--- src/hdl/bsp_pkg.sv ---
/*
 Constants shared by the barricade storage protection block.
 Assumes a processor clock of 25 MHz and 6-bit characters with a separate word-mark bit.
*/
// Operation
// Basic load puts the A-address character into the barricade bank register.
// Protected region runs from the selected bank up to top of memory.
// Multicharacter mode adds a seventh bit from rightmost bit of A-1.
// Basic load clears the relocation base bank register.
// Barricade position equals register value times the bank size.
// Relocating load puts the B-address character into the relocation base register.
// In standard mode every program address is offset by the relocation base.
// Protected writes blocked above barricade or below base unless in interrupt mode.
// Barricade is placed relative to the relocation base.
// Clock-enabling form relocates, starts the fine clock, enables the privileged variant.
// Neither instruction changes any word-mark bit.
// After either: sequence to next, A minus two, B minus two on relocating form.
// Fifteen extra index registers sit in sixty characters above the barricade.
// Load-barricade is privileged while protection is active.
// Store writes the barricade register to A, clearing unused high bits.
// Multicharacter store puts seventh bit at rightmost of A-1, other bits zero.
// Relocating store also writes the relocation base to B likewise.
// Software issues these instructions only from interrupt mode.
// Forbidden standard-mode writes are suppressed and flagged as a violation.
package bsp_pkg;
   localparam int ADDR_W = 19;
   localparam int BANK_W = 7;
   localparam int CHAR_W = 6;
   localparam int BANK_SHIFT = 12;
   localparam int INDEX_CHARS = 60;
   localparam int INDEX_REGS = 15;
   localparam logic [BANK_W-1:0] BANK_RESET = 7'h00;
   localparam logic [ADDR_W-1:0] ADDR_STEP2 = 19'h00002;
   localparam logic [ADDR_W-1:0] ADDR_STEP1 = 19'h00001;
   typedef enum logic [1:0] {
      BSP_FMT_BASIC,
      BSP_FMT_RELOC,
      BSP_FMT_CLOCK
   } bsp_fmt_e;
   typedef enum logic {
      BSP_OP_LOAD,
      BSP_OP_STORE
   } bsp_op_e;
endpackage

--- src/hdl/bsp_relocate.sv ---
/*
 Address relocation and write guard for standard-mode references.
 Assumes bank registers are stable while a reference is presented.
*/
`timescale 1ns/1ps
module bsp_relocate #(
   parameter int ADDR_W = bsp_pkg::ADDR_W,
   parameter int BANK_W = bsp_pkg::BANK_W
) (
   input wire logic [ADDR_W-1:0] progAddr,
   input wire logic stdMode,
   input wire logic protectOn,
   input wire logic [BANK_W-1:0] barricadeBank,
   input wire logic [BANK_W-1:0] relocationBaseBank,
   output logic [ADDR_W-1:0] physAddr,
   output logic forbidden
);
   logic [ADDR_W-1:0] baseAddr;
   logic [ADDR_W-1:0] barrAddr;
   logic [ADDR_W:0] barrSum;

   // Bank numbers scaled to locations
   assign baseAddr = ADDR_W'({relocationBaseBank, {bsp_pkg::BANK_SHIFT{1'b0}}});
   assign barrSum = (ADDR_W+1)'({barricadeBank, {bsp_pkg::BANK_SHIFT{1'b0}}}) + {1'b0, baseAddr};

   // Offset applies only in standard mode
   assign physAddr = stdMode ? progAddr + baseAddr : progAddr;
   assign barrAddr = barrSum[ADDR_W-1:0];

   // Open region is base up to the relocated barricade, rest is protected to top
   assign forbidden = stdMode && protectOn &&
      ((barrSum[ADDR_W] == 1'b0 && physAddr >= barrAddr) || physAddr < baseAddr);
endmodule

--- src/hdl/bsp_char_pack.sv ---
/*
 Packs and unpacks a 7-bit bank value to and from two 6-bit characters.
 Assumes the caller supplies the multicharacter mode flag.
*/
`timescale 1ns/1ps
module bsp_char_pack #(
   parameter int CHAR_W = bsp_pkg::CHAR_W,
   parameter int BANK_W = bsp_pkg::BANK_W
) (
   input wire logic multiChar,
   input wire logic [CHAR_W-1:0] charAt,
   input wire logic [CHAR_W-1:0] charLeft,
   input wire logic [BANK_W-1:0] bankIn,
   output logic [BANK_W-1:0] bankOut,
   output logic [CHAR_W-1:0] storeAt,
   output logic [CHAR_W-1:0] storeLeft
);
   // Seventh bit comes from rightmost bit of left neighbour
   assign bankOut = {multiChar & charLeft[0], charAt};
   // Store image with unused high bits cleared
   assign storeAt = bankIn[CHAR_W-1:0];
   assign storeLeft = {{(CHAR_W-1){1'b0}}, bankIn[BANK_W-1]};
endmodule

--- src/hdl/bsp_barricade.sv ---
/*
 Barricade storage protection and base relocation for the processor.
 Assumes the sequencer presents one load or store barricade request with operand characters
 already fetched, and memory references with the current processing mode, on sys_clk.
*/
`timescale 1ns/1ps
module bsp_barricade #(
   parameter int ADDR_W = bsp_pkg::ADDR_W,
   parameter int CHAR_W = bsp_pkg::CHAR_W,
   parameter int BANK_W = bsp_pkg::BANK_W
) (
   input wire logic sys_clk,
   input wire logic rstn,
   input wire logic multiChar,
   input wire logic interruptMode,
   input wire logic protectOn,
   input wire logic instrValid,
   input wire logic instrOp,
   input wire logic [1:0] instrFmt,
   input wire logic [CHAR_W-1:0] variantChar,
   input wire logic [ADDR_W-1:0] aAddr,
   input wire logic [ADDR_W-1:0] bAddr,
   input wire logic [ADDR_W-1:0] nextInstrAddr,
   input wire logic [CHAR_W-1:0] aChar,
   input wire logic [CHAR_W-1:0] aLeftChar,
   input wire logic [CHAR_W-1:0] bChar,
   input wire logic [CHAR_W-1:0] bLeftChar,
   input wire logic memReq,
   input wire logic memWrite,
   input wire logic [ADDR_W-1:0] progAddr,
   output logic [BANK_W-1:0] barricade_bank_q,
   output logic [BANK_W-1:0] relocation_base_bank_q,
   output logic [ADDR_W-1:0] physAddr_q,
   output logic memReqOut_q,
   output logic memWriteOut_q,
   output logic violation_q,
   output logic privTrap_q,
   output logic storeValid_q,
   output logic storeWordMarkKeep_q,
   output logic [ADDR_W-1:0] storeAddr_q,
   output logic [CHAR_W-1:0] storeChar_q,
   output logic [ADDR_W-1:0] sequence_reg_q,
   output logic [ADDR_W-1:0] a_address_reg_q,
   output logic [ADDR_W-1:0] b_address_reg_q,
   output logic regsValid_q,
   output logic fineClockRun_q,
   output logic [CHAR_W-1:0] privVariantEnable_q,
   output logic [ADDR_W-1:0] extraIndexBase_q,
   output logic [ADDR_W-1:0] extraIndexLimit_q
);
   typedef enum logic [2:0] {
      ST_IDLE,
      ST_ST_ALEFT,
      ST_ST_A,
      ST_ST_BLEFT,
      ST_ST_B
   } bsp_state_e;

   bsp_state_e state_q;
   logic stdMode;
   logic [ADDR_W-1:0] physAddr;
   logic forbidden;
   logic [BANK_W-1:0] aBank;
   logic [BANK_W-1:0] bBank;
   logic [CHAR_W-1:0] aStore;
   logic [CHAR_W-1:0] aStoreLeft;
   logic [CHAR_W-1:0] bStore;
   logic [CHAR_W-1:0] bStoreLeft;
   logic isReloc;
   logic loadReq;
   logic storeReq;
   logic privBlock;
   logic [ADDR_W-1:0] aHeld_q;
   logic [ADDR_W-1:0] bHeld_q;
   logic relocHeld_q;
   logic [ADDR_W-1:0] nxtHeld_q;

   assign stdMode = !interruptMode;
   assign isReloc = instrFmt != 2'(bsp_pkg::BSP_FMT_BASIC);
   // Load refused from standard mode while protection active
   assign privBlock = protectOn && stdMode;
   assign loadReq = instrValid && state_q == ST_IDLE && instrOp == bsp_pkg::BSP_OP_LOAD;
   assign storeReq = instrValid && state_q == ST_IDLE && instrOp == bsp_pkg::BSP_OP_STORE;

   // Relocation and guard
   bsp_relocate #(.ADDR_W(ADDR_W), .BANK_W(BANK_W)) uReloc (
      .progAddr(progAddr),
      .stdMode(stdMode),
      .protectOn(protectOn),
      .barricadeBank(barricade_bank_q),
      .relocationBaseBank(relocation_base_bank_q),
      .physAddr(physAddr),
      .forbidden(forbidden)
   );

   // A operand character pair
   bsp_char_pack #(.CHAR_W(CHAR_W), .BANK_W(BANK_W)) uPackA (
      .multiChar(multiChar),
      .charAt(aChar),
      .charLeft(aLeftChar),
      .bankIn(barricade_bank_q),
      .bankOut(aBank),
      .storeAt(aStore),
      .storeLeft(aStoreLeft)
   );

   // B operand character pair
   bsp_char_pack #(.CHAR_W(CHAR_W), .BANK_W(BANK_W)) uPackB (
      .multiChar(multiChar),
      .charAt(bChar),
      .charLeft(bLeftChar),
      .bankIn(relocation_base_bank_q),
      .bankOut(bBank),
      .storeAt(bStore),
      .storeLeft(bStoreLeft)
   );

   // Bank registers loaded by the load form
   always_ff @(posedge sys_clk or negedge rstn) begin
      if (!rstn) begin
         barricade_bank_q <= bsp_pkg::BANK_RESET;
         relocation_base_bank_q <= bsp_pkg::BANK_RESET;
      end else if (loadReq && !privBlock) begin
         barricade_bank_q <= aBank;
         if (isReloc) begin
            relocation_base_bank_q <= bBank;
         end else begin
            relocation_base_bank_q <= bsp_pkg::BANK_RESET;
         end
      end
   end

   // Privileged-load trap pulse
   always_ff @(posedge sys_clk or negedge rstn) begin
      if (!rstn) begin
         privTrap_q <= 1'b0;
      end else begin
         privTrap_q <= loadReq && privBlock;
      end
   end

   // Clock-enabling form starts fine clock and variant enables
   always_ff @(posedge sys_clk or negedge rstn) begin
      if (!rstn) begin
         fineClockRun_q <= 1'b0;
         privVariantEnable_q <= '0;
      end else if (loadReq && !privBlock && instrFmt == 2'(bsp_pkg::BSP_FMT_CLOCK)) begin
         fineClockRun_q <= 1'b1;
         privVariantEnable_q <= variantChar;
      end
   end

   // Extra index register window above the barricade
   always_ff @(posedge sys_clk or negedge rstn) begin
      if (!rstn) begin
         extraIndexBase_q <= '0;
         extraIndexLimit_q <= '0;
      end else begin
         extraIndexBase_q <= ADDR_W'({barricade_bank_q, {bsp_pkg::BANK_SHIFT{1'b0}}});
         extraIndexLimit_q <= ADDR_W'({barricade_bank_q, {bsp_pkg::BANK_SHIFT{1'b0}}})
            + ADDR_W'(bsp_pkg::INDEX_CHARS - 1);
      end
   end

   // Memory reference path: relocate and suppress forbidden writes
   always_ff @(posedge sys_clk or negedge rstn) begin
      if (!rstn) begin
         physAddr_q <= '0;
         memReqOut_q <= 1'b0;
         memWriteOut_q <= 1'b0;
         violation_q <= 1'b0;
      end else begin
         physAddr_q <= physAddr;
         memReqOut_q <= memReq && !(memWrite && forbidden);
         memWriteOut_q <= memReq && memWrite && !forbidden;
         violation_q <= memReq && memWrite && forbidden;
      end
   end

   // Held operands for the store sequence
   always_ff @(posedge sys_clk or negedge rstn) begin
      if (!rstn) begin
         aHeld_q <= '0;
         bHeld_q <= '0;
         relocHeld_q <= 1'b0;
         nxtHeld_q <= '0;
      end else if (instrValid && state_q == ST_IDLE) begin
         aHeld_q <= aAddr;
         bHeld_q <= bAddr;
         relocHeld_q <= isReloc;
         nxtHeld_q <= nextInstrAddr;
      end
   end

   // Store sequence: B pair first when relocating, then A pair
   always_ff @(posedge sys_clk or negedge rstn) begin
      if (!rstn) begin
         state_q <= ST_IDLE;
      end else begin
         unique case (state_q)
            ST_IDLE: begin
               if (storeReq) begin
                  state_q <= isReloc ? (multiChar ? ST_ST_BLEFT : ST_ST_B)
                     : (multiChar ? ST_ST_ALEFT : ST_ST_A);
               end
            end
            ST_ST_BLEFT: begin
               state_q <= ST_ST_B;
            end
            ST_ST_B: begin
               state_q <= multiChar ? ST_ST_ALEFT : ST_ST_A;
            end
            ST_ST_ALEFT: begin
               state_q <= ST_ST_A;
            end
            ST_ST_A: begin
               state_q <= ST_IDLE;
            end
            default: begin
               state_q <= ST_IDLE;
            end
         endcase
      end
   end

   // Character writes of the store form, word marks left untouched
   always_ff @(posedge sys_clk or negedge rstn) begin
      if (!rstn) begin
         storeValid_q <= 1'b0;
         storeWordMarkKeep_q <= 1'b1;
         storeAddr_q <= '0;
         storeChar_q <= '0;
      end else begin
         storeValid_q <= state_q != ST_IDLE;
         storeWordMarkKeep_q <= 1'b1;
         unique case (state_q)
            ST_ST_BLEFT: begin
               storeAddr_q <= bHeld_q - bsp_pkg::ADDR_STEP1;
               storeChar_q <= bStoreLeft;
            end
            ST_ST_B: begin
               storeAddr_q <= bHeld_q;
               storeChar_q <= bStore;
            end
            ST_ST_ALEFT: begin
               storeAddr_q <= aHeld_q - bsp_pkg::ADDR_STEP1;
               storeChar_q <= aStoreLeft;
            end
            ST_ST_A: begin
               storeAddr_q <= aHeld_q;
               storeChar_q <= aStore;
            end
            ST_IDLE: begin
               storeAddr_q <= storeAddr_q;
               storeChar_q <= storeChar_q;
            end
            default: begin
               storeAddr_q <= storeAddr_q;
               storeChar_q <= storeChar_q;
            end
         endcase
      end
   end

   // Address registers after either instruction
   always_ff @(posedge sys_clk or negedge rstn) begin
      if (!rstn) begin
         sequence_reg_q <= '0;
         a_address_reg_q <= '0;
         b_address_reg_q <= '0;
         regsValid_q <= 1'b0;
      end else begin
         regsValid_q <= 1'b0;
         if (loadReq) begin
            sequence_reg_q <= nextInstrAddr;
            a_address_reg_q <= aAddr - bsp_pkg::ADDR_STEP2;
            b_address_reg_q <= isReloc ? bAddr - bsp_pkg::ADDR_STEP2 : bAddr;
            regsValid_q <= 1'b1;
         end else if (state_q == ST_ST_A) begin
            sequence_reg_q <= nxtHeld_q;
            a_address_reg_q <= aHeld_q - bsp_pkg::ADDR_STEP2;
            b_address_reg_q <= relocHeld_q ? bHeld_q - bsp_pkg::ADDR_STEP2 : bHeld_q;
            regsValid_q <= 1'b1;
         end
      end
   end
endmodule

--- config.mk ---
export PLATFORM = sky130hd
export DESIGN_NAME = bsp_barricade
export DESIGN_NICKNAME = d
export VERILOG_FILES = /design/src/hdl/bsp_pkg.sv /design/src/hdl/bsp_relocate.sv /design/src/hdl/bsp_char_pack.sv /design/src/hdl/bsp_barricade.sv
export SDC_FILE = /design/constraint.sdc
export NUM_CORES = 1
export LEC_CHECK = 0
export ABC_AREA = 1
export BUFFER_PORTS_ARGS = -buffer_cell sky130_fd_sc_hd__buf_2
export CORE_MARGIN = 3
export CORE_UTILIZATION = 58
export DETAILED_ROUTE_END_ITERATION = 7
export HOLD_SLACK_MARGIN = 0.02
export PLACE_DENSITY = 0.95
export SLEW_MARGIN = 20
export SYNTH_ARGS = -nofsm -noshare
export SYNTH_HDL_FRONTEND = slang
export SYNTH_SLANG_ARGS = --single-unit
--- constraint.sdc ---
create_clock -name sys_clk -period 6.3 [get_ports sys_clk]
set_clock_uncertainty 0.1 [all_clocks]
set_input_delay 0.945 -clock sys_clk [delete_from_list [all_inputs] [get_ports sys_clk]]
set_output_delay 0.945 -clock sys_clk [all_outputs]
set_load 0.1 [all_outputs]
Word level (Yosys, flattened, before mapping)

Cells that the tools add are included.

Register bits after elaboration: 215
Input bits: 117
Logic and storage cells: 87

Bitwise gates (word level): 4
Reduce and logical (&&, ||, !) cells: 24
Multiplexer cells: 19
$lt $le $gt $ge: 2
Eq/ne operators: 6
$add $sub $neg: 9

Operators by type and width:

| kind                                                | count |
|---|---|
| two-way mux 19 bit                                  | 9 |
| one-hot mux 19 bit (4 select lines)                 | 1 |
| subtractor 19 x 2 -> 19 bit, second input constant  | 4 |
| subtractor 19 x 1 -> 19 bit, second input constant  | 2 |
| one-hot mux 6 bit (4 select lines)                  | 1 |
| adder 19 x 19 -> 20 bit                             | 1 |
| adder 19 bit                                        | 1 |
| adder 19 x 6 -> 19 bit, second input constant       | 1 |
| >= comparator 19 bit                                | 1 |
| < comparator 19 bit                                 | 1 |
| logical AND 1 bit                                   | 14 |
| one-hot mux 3 bit (4 select lines)                  | 1 |
| two-way mux 3 bit                                   | 3 |
| two-way mux 7 bit                                   | 1 |
| equality test 3 x 2 -> 1 bit, second input constant | 2 |
| logical NOT 1 bit                                   | 4 |
| nonzero test 2 bit                                  | 2 |
| nonzero test 4 bit                                  | 1 |
| equality test 3 x 1 -> 1 bit, second input constant | 1 |
| equality test 3 bit, second input constant          | 1 |
| logical NOT 3 bit                                   | 1 |
| nonzero test 3 bit                                  | 1 |
| AND 1 bit                                           | 2 |
| equality test 2 bit, second input constant          | 1 |
| 5 further kinds                                     | 7 |

Longest topological paths before layout

Gate-level depths: netlist of the first run.

Depth in word-level cells: 9
Mapped depth: 24
Depth with buffers taken out: 24

Modules after synthesis

Synthesis of the first run repeated with hierarchy kept, for this count alone.

Cell total of the unflattened synthesis: 1,536
Area total of the unflattened synthesis: 11,680.0 um2

By module, submodules not included:

| module        | times used | cells each | area each (um2) |
|---|---|---|---|
| bsp_barricade | 1          | 1,311      | 10,239.8 |
| bsp_relocate  | 1          | 183        | 1,147.4 |
| bsp_char_pack | 2          | 21         | 146.4 |

Worst setup path before layout of the first run

No wires, ideal clock.

Path kind: input to register
Start: in progAddr[12]
End: reg memReqOut_q
Arrival: 3,273 ps
Required time: 6,087 ps
Buffers on the path: 0
Cell stages on the path: 20
Slack: 2,814 ps
Cell sequence: ha_1 -> fa_1 -> nand2_1 -> nand2_1 -> a21oi_1 -> nor2_1 -> nor2_1 -> o21ai_0 -> a21oi_1 -> o21ai_0 -> xnor2_1 -> ha_1 -> nand2_1 -> inv_1 -> nand4_1 -> o211ai_1 -> nand2_1 -> nand3_1 -> nand2_1 -> inv_1

Cells in the longest elaborated chain, start to end: 9
Elaborated cells on any way between the ends: 10
Those cells by class: add/sub (1); order compare (2); mux (1); reduce/logical (6)

RTL lines:

| element                | RTL line             | source |
|---|---|---|
| from (decl)            | bsp_barricade.sv:30  | `input wire logic [ADDR_W-1:0] progAddr,` |
| adder 19 bit (*)       | bsp_relocate.sv:27   | `assign physAddr = stdMode ? progAddr + baseAddr : progAddr;` |
| two-way mux 19 bit (*) | bsp_relocate.sv:27   |  |
| via physAddr[18]       | bsp_barricade.sv:61  | `logic [ADDR_W-1:0] physAddr;` |
| >= comparator 19 bit   | bsp_relocate.sv:32   | `((barrSum[ADDR_W] == 1'b0 && physAddr >= barrAddr) \|\| physAddr < baseAddr);` |
| logical AND 1 bit      | bsp_relocate.sv:32   |  |
| logical OR 1 bit (*)   | bsp_relocate.sv:32   |  |
| logical AND 1 bit (*)  | bsp_relocate.sv:31   | `assign forbidden = stdMode && protectOn &&` |
| logical AND 1 bit (*)  | bsp_barricade.sv:174 | `memReqOut_q <= memReq && !(memWrite && forbidden);` |
| logical NOT 1 bit (*)  | bsp_barricade.sv:174 |  |
| logical AND 1 bit (*)  | bsp_barricade.sv:174 |  |
| to (signal assigned)   | bsp_barricade.sv:174 |  |
| to (decl)              | bsp_barricade.sv:34  | `output logic memReqOut_q,` |

The timed path passes the listed nets; every way through them passes the cells marked *.
A chain may end at the register's enable or synchronous reset.

Worst setup path in the final report of the first run

Ends and elaborated chain as after synthesis.

==> summary.md, run 1 <==
Post-CTS repair changed the size of 0 cells. The H-tree generated during clock tree synthesis spans 4 levels. Depth of the worst hold-timing path: 0. The mean number of vias per cell was 5.66; the number of buffers added by the clock tree synthesis step was 17. The relative slew slack came out at 37.1%. The number of buffers and inverters on the critical path is 3.

By startpoint and endpoint, the worst setup path is classified as input pin to register. Launch point of the worst reg-to-reg path: state_q[1]. After detailed routing, the number of remaining DRC violations is 0. Flip-flop cell with the highest count after synthesis: sky130_fd_sc_hd__dfrtp_1. By area the synthesized netlist is led by sky130_fd_sc_hd__dfrtp_1 (46%), sky130_fd_sc_hd__nand2_1 (11%), sky130_fd_sc_hd__o21ai_0 (5.2%).

The most common cell in the synthesized netlist is sky130_fd_sc_hd__nand2_1. Clock-pin slew was measured on the worst setup and hold paths at 0.07 ns. Setup repair after global routing left no endpoint under its margin.

Global-route total usage across every layer: 30.3%. After clock tree synthesis, the setup repair step added 0 buffers. For this design, the sink count on the clock tree is 197.

Broken down by cell family, the worst path's largest delay share belongs to simple AND/OR/NAND/NOR gates. The post-layout net count was 1685; the fraction of post-synthesis cell area in the top cell type by area was 46.2%. In this run the register-to-register setup slack is 2.88 ns. At the end of routability-driven placement, the weighted congestion stood at 0.936.

The number of cells on the worst reg-to-reg path is 11. The worst hold path begins at barricade_bank_q[5]. The post-route fraction of the period consumed by the critical path came out at 56.0%. The number of antenna violations at the first check in global routing is 4, and the final number of setup-violating endpoints is 0. The total count of hold-check failures in the final report was 0. In this run the critical register-to-register path is captured at storeAddr_q[16]. For the synthesis warning total, the log shows 0. The total congestion overflow came out at 0.

The logs give 6.59 ns for the data required time at the worst endpoint and 0.0107 mm2 for the post-synthesis instance area. Detailed placement ended at an HPWL of 22100 um. Across all layers, the routed design uses 10.1k vias.

For the maximum number of pins on one net before global-route repair, the log shows 98. The number of slew-limit violations in the final report is 0, and the number of nets with antenna violations after routing is 0. At the pin with the least slew margin, the transition time is 0.944 ns.

Maximum clock rate: 0.283 GHz. The number of buffers added to fix hold violations after cts is 0, and the synthesized flop and latch total is 197. The post-synthesis cell type count is 46.

The tools report the maximum clock path buffer count as 2. The tools report the number of iterations in the first detailed-routing pass as 6. The run finished with clean final reports.

The height of the die is 142 um. The tools report the via count of the first global-routing pass as 9639. The arrival time at the worst endpoint is 3.82 ns, and the total negative setup slack is 0 ns. Wires add up to 30500 um.

The post-route netlist has 22.9% of its cells at a drive strength greater than 1. A synthesized cell averages 8.12 um2. Counting stages on the worst path, the most repeated cell is sky130_fd_sc_hd__nand2_1. The first global-routing pass estimated 48600 um of wire. TritonCTS built the clock tree. Of the synthesized area, sequential elements account for 46.2%.

The worst setup path is captured at a register. The signal on the critical path passes through buf_2 -> ha_1 -> fa_1 -> nand2_1 -> nand2_1 -> a21oi_1 -> nor2_1 -> o21ai_0 -> ha_1 -> nand2_1 -> inv_1 -> nand2_1 -> nor2_1 -> nand3_1 -> nand2_1 -> nor2_1 -> nand2_1 -> nand3_1 -> nand2_1 -> nand2_1 -> nand2_1 -> nand3_1 -> nand2_1 -> inv_1. The largest individual stage delay along the critical path comes from the cell sky130_fd_sc_hd__fa_1.

The worst hold path belongs to the class register to register. After synthesis, the share of flip-flops with an asynchronous set or reset is 100%. The first routing iteration left 1147 violations.

The cell sitting at the root of the clock tree is a sky130_fd_sc_hd__clkbuf_16. The tool flagged a number of max-cap violations equal to 0. The clock reaches the later pin of the worst-skew pair after 0.44 ns. Cell taking the most area after synthesis: sky130_fd_sc_hd__dfrtp_1. In this run the count of I/O pins placed on the die edge is 284.

Compared with the post-synthesis result, the final layout area differs by 17.4%. The shortest period the worst path allows was 3.53 ns. The initialized floorplan defines 48 standard-cell rows. Count of input and output buffers: 253. The path with the worst hold slack has its endpoint at extraIndexBase_q[17]. The final routed wire length divided by cell count came out at 17.1 um. The region available for standard cell placement spans 0.0177 mm2. The maximum fanout along the worst path came out at 3. Counting flops with a built-in enable in the synthesized netlist gives 0. By count the netlist is led by sky130_fd_sc_hd__nand2_1 (314), sky130_fd_sc_hd__dfrtp_1 (197), sky130_fd_sc_hd__inv_1 (141), sky130_fd_sc_hd__nor2_1 (112), sky130_fd_sc_hd__o21ai_0 (110). For this configuration, the core starts out at a cell density of 60.4%. Delay of the slowest cell on the worst path: 0.41 ns. STA classifies the critical path startpoint as an input pin.

The synthesized instance count was 1313. The die covers 0.0200 mm2. From left edge to right edge, the die measures 142 um.
## worst max path at each step
stage | from | end | slack (ns) | depth (start not counted)
2_1_floorplan | progAddr[12] | memReqOut_q | 2.81 | 20
3_3_place_gp | progAddr[12] | memReqOut_q | 2.47 | 24
3_5_place_dp | progAddr[12] | memReqOut_q | 2.37 | 24
4_1_cts | progAddr[12] | memReqOut_q | 2.81 | 24
5_1_grt | progAddr[12] | memReqOut_q | 2.47 | 24
6_report | progAddr[12] | memReqOut_q | 2.77 | 24
## cells in the final DEF, fill, tap and decap left out, types with 16 or more instances in the layout
cell type and n:
sky130_fd_sc_hd__nand2_1 314, sky130_fd_sc_hd__buf_2 252, sky130_fd_sc_hd__dfrtp_1 197, sky130_fd_sc_hd__inv_1 141, sky130_fd_sc_hd__nor2_1 110, sky130_fd_sc_hd__o21ai_0 110
sky130_fd_sc_hd__nand3_1 66, sky130_fd_sc_hd__a21oi_1 49, sky130_fd_sc_hd__ha_1 30, sky130_fd_sc_hd__mux2_2 23, sky130_fd_sc_hd__o21ai_1 21, sky130_fd_sc_hd__conb_1 21
sky130_fd_sc_hd__xor2_1 18, sky130_fd_sc_hd__clkbuf_16 17, sky130_fd_sc_hd__a22oi_1 16
## state kept, by name (all words and copies together), names as in the netlist, 2 cells and up
register,flops
storeAddr_q,19
barricade_bank_q,7
relocation_base_bank_q,7
extraIndexLimit_q,2
a_address_reg_q,19
b_address_reg_q,19
sequence_reg_q,19
storeChar_q,6
aHeld_q,19
extraIndexBase_q,6
bHeld_q,19
physAddr_q,19
nxtHeld_q,19
privVariantEnable_q,6
state_q,3
## layout make-up
cell class / count / area (um2)
diodes: 3 / 7.51
inverters: 150 / 563
repair buffers: 262 / 1340
flip-flops and latches: 197 / 4930
clock buffers: 22 / 484
fillers: 1370 / 5140
multi-input cells: 908 / 4820
clock inverters: 10 / 86.3
well taps: 225 / 282
## metal layers
layer | wire length [um] | global-route usage, % | share of wire (%) | vias to the layer above
met2 | 13900 | 47.4 | 46 | 540
met1 | 12400 | 41.0 | 41 | 4707
li1 | - | - | - | 4719
met4 | 956 | 10.6 | 3.1 | 4
met5 | 23 | 0 | 0.076 | -
met3 | 3170 | 8.29 | 10 | 82
## cell families (layout without fill, tap and decap cells)
group / count (synthesis) / count (layout) / share of synthesized area (%)
DFF: 197 / 197 / 46.2
adders and majority gates: 32 / 32 / 3.90
other: 2 / 24 / 0.0704
buffers and inverters: 227 / 444 / 9.32
AOI/OAI and AO/OA: 256 / 256 / 14.0
muxes: 23 / 23 / 2.43
and+or+nand+nor: 547 / 547 / 21.6
xor gates and xnor gates: 29 / 29 / 2.38
## per-stage QoR
| stage | worst slack, ns | std cells | cell area [um2] | hold WS [ns] | util [%] |
|---|---|---|---|---|---|
| 2_1_floorplan | 2.81 | 1332 | 10700 | 0.370 | - |
| 3_3_place_gp | 2.47 | 1742 | 11900 | 0.327 | 67.6 |
| 3_5_place_dp | 2.37 | 1742 | 11900 | 0.323 | 67.6 |
| 4_1_cts | 2.81 | 1774 | 12500 | 0.339 | 70.8 |
| 5_1_grt | 2.47 | 1776 | 12500 | 0.361 | 70.9 |
| 6_report | 2.77 | 1777 | 12500 | 0.339 | 70.9 |
Power of run 1 is left out: the tool's default activity adds up to more than one toggle a clock period on the data nets, which glitch-free logic cannot reach.
==> run 2: changes to the inputs <==
--- a/config.mk
+++ b/config.mk
@@ -5,13 +5,13 @@
 export SDC_FILE = /design/constraint.sdc
 export NUM_CORES = 1
 export LEC_CHECK = 0
-export ABC_AREA = 1
+export ABC_AREA = 0
 export BUFFER_PORTS_ARGS = -buffer_cell sky130_fd_sc_hd__buf_2
 export CORE_MARGIN = 3
-export CORE_UTILIZATION = 58
+export CORE_UTILIZATION = 49
 export DETAILED_ROUTE_END_ITERATION = 7
 export HOLD_SLACK_MARGIN = 0.02
-export PLACE_DENSITY = 0.95
+export PLACE_DENSITY = 0.86
 export SLEW_MARGIN = 20
 export SYNTH_ARGS = -nofsm -noshare
 export SYNTH_HDL_FRONTEND = slang
==> constraint.sdc (replaced) <==
create_clock -name sys_clk -period 3 [get_ports sys_clk]
set_clock_uncertainty 0.1 [all_clocks]
set_input_delay 0.45 -clock sys_clk [delete_from_list [all_inputs] [get_ports sys_clk]]
set_output_delay 0.45 -clock sys_clk [all_outputs]
set_load 0.1 [all_outputs]
==> run 2 against run 1 <==
Compared with the run above:
- the flow now finishes with violations (negative setup slack)
- highest routed layer unchanged
- final area up 9.1%
- critical path depth down 11
- die area grew 24%
- synthesized cell count is 13% lower
- hold slack lost 0.31 ns
- first-iteration DRC count decreased by 8.3%
- core utilization shrank 9.3 points
- setup slack lost 2.9 ns
- critical path type is now register to register
- area after synthesis is 5.5% higher
- routed wire length up 8.6%
- sequential share of layout area down 3.1 points
- register-to-register slack got worse by 3.0 ns
==> summary.md, run 2 <==
In this run the critical register-to-register path is launched from relocation_base_bank_q[0]. After detailed routing, the total wire length is 33100 um. Layout cell share with drive strength beyond 1: 32.0%. The number of clock buffers added by TritonCTS is 17.

The worst register-to-register path has a depth of 13. The top cell types in the final layout, fill and taps aside, are sky130_fd_sc_hd__buf_2 (252), sky130_fd_sc_hd__dfrtp_1 (186), sky130_fd_sc_hd__nand2_1 (87). The dominant combinational cell family by area after synthesis is compound AO/OA/AOI/OAI gates.

The tools report the leakage power of the design as 6.25 nW. The most frequent cell after synthesis is sky130_fd_sc_hd__dfrtp_1. Headroom to the max-slew limit came out at 55.2%.

Shortest period the worst path allows: 3.14 ns. The multiplexer share of the synthesized area works out to 9.87%. Across all hold checks on the routed design, the worst slack comes to 0.0315 ns. The post-route fraction of the period consumed by the critical path works out to 105%.

The total negative setup slack is -0.333 ns. The critical path contains buffers and inverters numbering 0 combined. Number of max-capacitance violations reported: 0. The critical path's most frequent cell was sky130_fd_sc_hd__a21oi_2.

Fill cells in the final layout number 1744. The completed layout was analyzed and its total power is 16.5 mW. The number of antenna violations at the first check in global routing is 2, and the horizontal extent of the die is 158 um. The signal on the critical path passes through ha_4 -> fa_2 -> a21o_1 -> a21oi_2 -> o21bai_1 -> a21oi_2 -> mux2i_2 -> xnor2_2 -> ha_1 -> o2111ai_1 -> o21ai_2 -> nand3_1 -> o21ai_1.

STA puts the critical path data arrival time at 3.42 ns. The power per cell area was 1210 mW/mm2. The category of cells accounting for the largest share of critical-path delay is compound AO/OA/AOI/OAI gates. Counting along the longest clock path gives a buffer depth of 2. The class of the most critical setup path is register to register. The classification of the worst-slack hold path was input pin to register. The run gives 13300 um as the detailed-routing wirelength on met1. In the global route stage, overall resource usage came out at 26.3%. Once placement completed, the tool counted placed cells totaling 1650. After global routing the overflow that remains totals 0. The number of iterations in the first detailed-routing pass is 7. Relative to the synthesized area, the layout overhead comes to 21.3%. The synthesized flop and latch total was 197; the clock edge transition at the registers on the reported setup and hold paths was 0.08 ns.

The final reports fail on negative setup slack. The finished layout holds 1695 standard cells, fillers aside. For the length of routed met2 wiring, the log shows 16100 um.

The maximum number of pins on one net before global-route repair is 70. The synthesized design spends more area on one cell type than any other, namely sky130_fd_sc_hd__dfrtp_1. Wire segments on met3 add up to 2970 um in the final route. For this run, the number of Yosys warnings is 0. The worst-case IR drop observed on VDD is 0.000951 V. The number of DRC violations after detailed-routing iteration 0 is 1052. In the final routed layout, each cell accounts on average for 19.5 um.

The tools report the synthesized instance count as 1142. The tools report the post-synthesis cell type count as 76. For this run, design rule violations remaining after detail routing come to 0.

After floorplanning, the core was sized to cover 0.0222 mm2. The endpoint identified for the worst register-to-register timing path is memWriteOut_q. Following the worst setup path forward leads to its endpoint at memWriteOut_q.

After routing the design area is 0.0137 mm2. Setup slack on the worst reg-to-reg path comes out at -0.14 ns. The tools report the data required time at the worst endpoint as 3.27 ns. The floorplan has 54 rows. From bottom edge to top edge, the die measures 158 um. At the end of routability-driven placement, the weighted congestion stood at 0.950. Post-synthesis instance area: 0.0112 mm2.

Using the TritonRoute via totals, the vias-per-cell ratio works out to 5.94. The clock root buffer was sky130_fd_sc_hd__clkbuf_16. Ranked by total cell area, the synthesized netlist is headed by sky130_fd_sc_hd__dfrtp_1 (44%), sky130_fd_sc_hd__mux2_2 (6.9%), sky130_fd_sc_hd__ha_1 (3.3%). The tools report the maximum clock rate as 0.318 GHz.

Number of H-tree branching levels: 4. Detailed routing inserted a total of 10.1k vias. Setup repair after global routing could not meet its margin everywhere.

For the via count of the first global-routing pass, the log shows 9995. The flow ran to the end, but the final reports show violations. The tools report the final worst setup slack as -0.145 ns. The share of the synthesized area in compound gates (AO/OA/AOI/OAI) came out at 16.5%.

Once the floorplan was initialized, standard cells occupied 50.8% of the core. The portion of the post-synthesis area used by sequential elements is 43.8%. The detail route stage leaves a number of antenna-violating nets equal to 0. The number of slew-limit violations in the final report was 0; the total stage count of the critical path was 13. A synthesized cell averages 9.85 um2. The detailed router used layers up to and including met5.

Summing all multi-input logic gate instances after layout gives 0.00568 mm2. The net count of the finished layout is 1550. The fraction of post-synthesis cell area in the top cell type by area is 43.8%. The synthesized design contains 0 enable-type register cells. Delay of the slowest cell on the worst path: 0.52 ns. The simple-gate share of the synthesized area is 13.1%, and the adder-cell area share of the yosys netlist is 3.78%. Counting flops with an async set or reset pin after synthesis yields a share of 100%. The final number of setup-violating endpoints is 3. Detailed placement finished with a half-perimeter wire length of 24000 um.

The clock drives 197 sinks. The first global-routing pass estimated 51900 um of wire. Ranked by instance count, the synthesized netlist is headed by sky130_fd_sc_hd__dfrtp_1 (197), sky130_fd_sc_hd__nand2_1 (87), sky130_fd_sc_hd__nor2_1 (80), sky130_fd_sc_hd__o21ai_0 (74), sky130_fd_sc_hd__mux2_2 (69). The count of input and output buffers works out to 253.

The worst setup path is launched from a register. The worst-path cell with the longest stage delay was sky130_fd_sc_hd__dfrtp_4. The library cell used most frequently in the layout, excluding fill and tap cells, is sky130_fd_sc_hd__buf_2.

The parity-gate share of the synthesized area counting xor and xnor cells was 5.76%; the placement-stage cell area was 0.0129 mm2. The most critical setup path has its startpoint at relocation_base_bank_q[0]. Among all flip-flop cells after synthesis, the most frequent one is sky130_fd_sc_hd__dfrtp_1. The worst setup path is captured at a register. At the later pin of the worst-skew pair, clock insertion delay measures 0.46 ns. Across the whole layout, storage elements account for 0.00495 mm2. The die covers 0.0248 mm2.

TritonCTS built the clock tree. 284 I/O pins were placed. The slew of the pin with the lowest slew margin is 0.671 ns, and the maximum fanout along the worst path is 4. The run gives 0 as the total count of hold-check failures in the final report.
[run 2: cell types whose count changed after synthesis, sizes merged, moves of 20 or more]
cell	previous run	this run
a222oi	0	21
clkbuf	25	54
inv	148	54
mux2	23	69
mux2i	0	31
nand2	316	87
nand3	68	18
nor2	120	81
o21ai	139	77
xnor2	11	36
xor2	18	38
[run 2: metal layers]
| layer | track usage, % | up-vias |
|---|---|---|
| met5 | 0 | - |
| met4 | 7.52 | 4 |
| met3 | 6.90 | 67 |
| met2 | 44.7 | 495 |
| met1 | 33.2 | 4905 |
| li1 | - | 4590 |
[run 2: kinds of logic (layout without fill, tap and decap cells)]
kind of cell,Yosys count,after routing
muxes,101,101
other,2,22
AOI/OAI and AO/OA,282,282
xor gates and xnor gates,74,74
buffers and inverters,155,408
adders and majority gates,33,33
and+or+nand+nor,298,298
DFF,197,197
[run 2: worst register-to-register path: stages (launching register included)]
cell                        delay, ns
sky130_fd_sc_hd__dfrtp_4         0.52
sky130_fd_sc_hd__ha_4            0.18
sky130_fd_sc_hd__fa_2            0.34
sky130_fd_sc_hd__a21o_1          0.18
sky130_fd_sc_hd__a21oi_2         0.16
sky130_fd_sc_hd__o21bai_1        0.09
sky130_fd_sc_hd__a21oi_2         0.16
sky130_fd_sc_hd__mux2i_2         0.28
sky130_fd_sc_hd__xnor2_2         0.13
sky130_fd_sc_hd__ha_1            0.31
sky130_fd_sc_hd__o2111ai_1       0.14
sky130_fd_sc_hd__o21ai_2         0.23
sky130_fd_sc_hd__nand3_1         0.10
sky130_fd_sc_hd__o21ai_1         0.14
[run 2: timing repair]
| item | 4_1_cts | 5_1_grt |
|---|---|---|
| gates cloned | 0 | 0 |
| endpoints found under the hold margin | 75 | 2 |
| hold buffers | 10 | 2 |
| endpoints found under the setup margin | 3 | 5 |
| gates resized for setup | 2 | 10 |
| setup buffers | 0 | 0 |
| pin swaps | 2 | 1 |
[run 2: layout make-up]
| cell class | count | share of cell area, % |
|---|---|---|
| Antenna cell | 1 | 0.0183 |
| Timing Repair Buffer | 320 | 13.6 |
| Clock inverter | 15 | 1.28 |
| Clock buffer | 17 | 3.12 |
| Inverter | 56 | 1.54 |
| Tap cell | 280 | 2.57 |
| Multi-Input combinational cell | 809 | 41.6 |
| Sequential cell | 197 | 36.3 |
[run 2: worst min path at each step]
| stage | from | to | slack (ns) | cells past startpoint |
|---|---|---|---|---|
| 2_1_floorplan | rstn | aHeld_q[0] | 0.05 | 0 |
| 3_3_place_gp | barricade_bank_q[3] | extraIndexBase_q[15] | 0.34 | 0 |
| 3_5_place_dp | barricade_bank_q[3] | extraIndexBase_q[15] | 0.34 | 0 |
| 4_1_cts | progAddr[11] | physAddr_q[11] | 0.02 | 1 |
| 5_1_grt | progAddr[9] | physAddr_q[9] | 0.03 | 1 |
| 6_report | progAddr[9] | physAddr_q[9] | 0.03 | 1 |
[run 2: where the power goes]
group	switching [mW]	leakage, nW	internal, mW
clock network	1.20	0.289	1.13
logic	7.70	3.63	2.18
registers	0.747	2.33	3.55
[run 2: per-stage QoR]
stage	worst slack [ns]	utilization, %
finish	-0.145	61.6
global route	-0.288	61.6
CTS	-0.131	61.4
detailed placement	-0.260	58.2
global placement	-0.121	58.2
floorplan	-0.0273	-
Power figures use the tool's default switching activity.
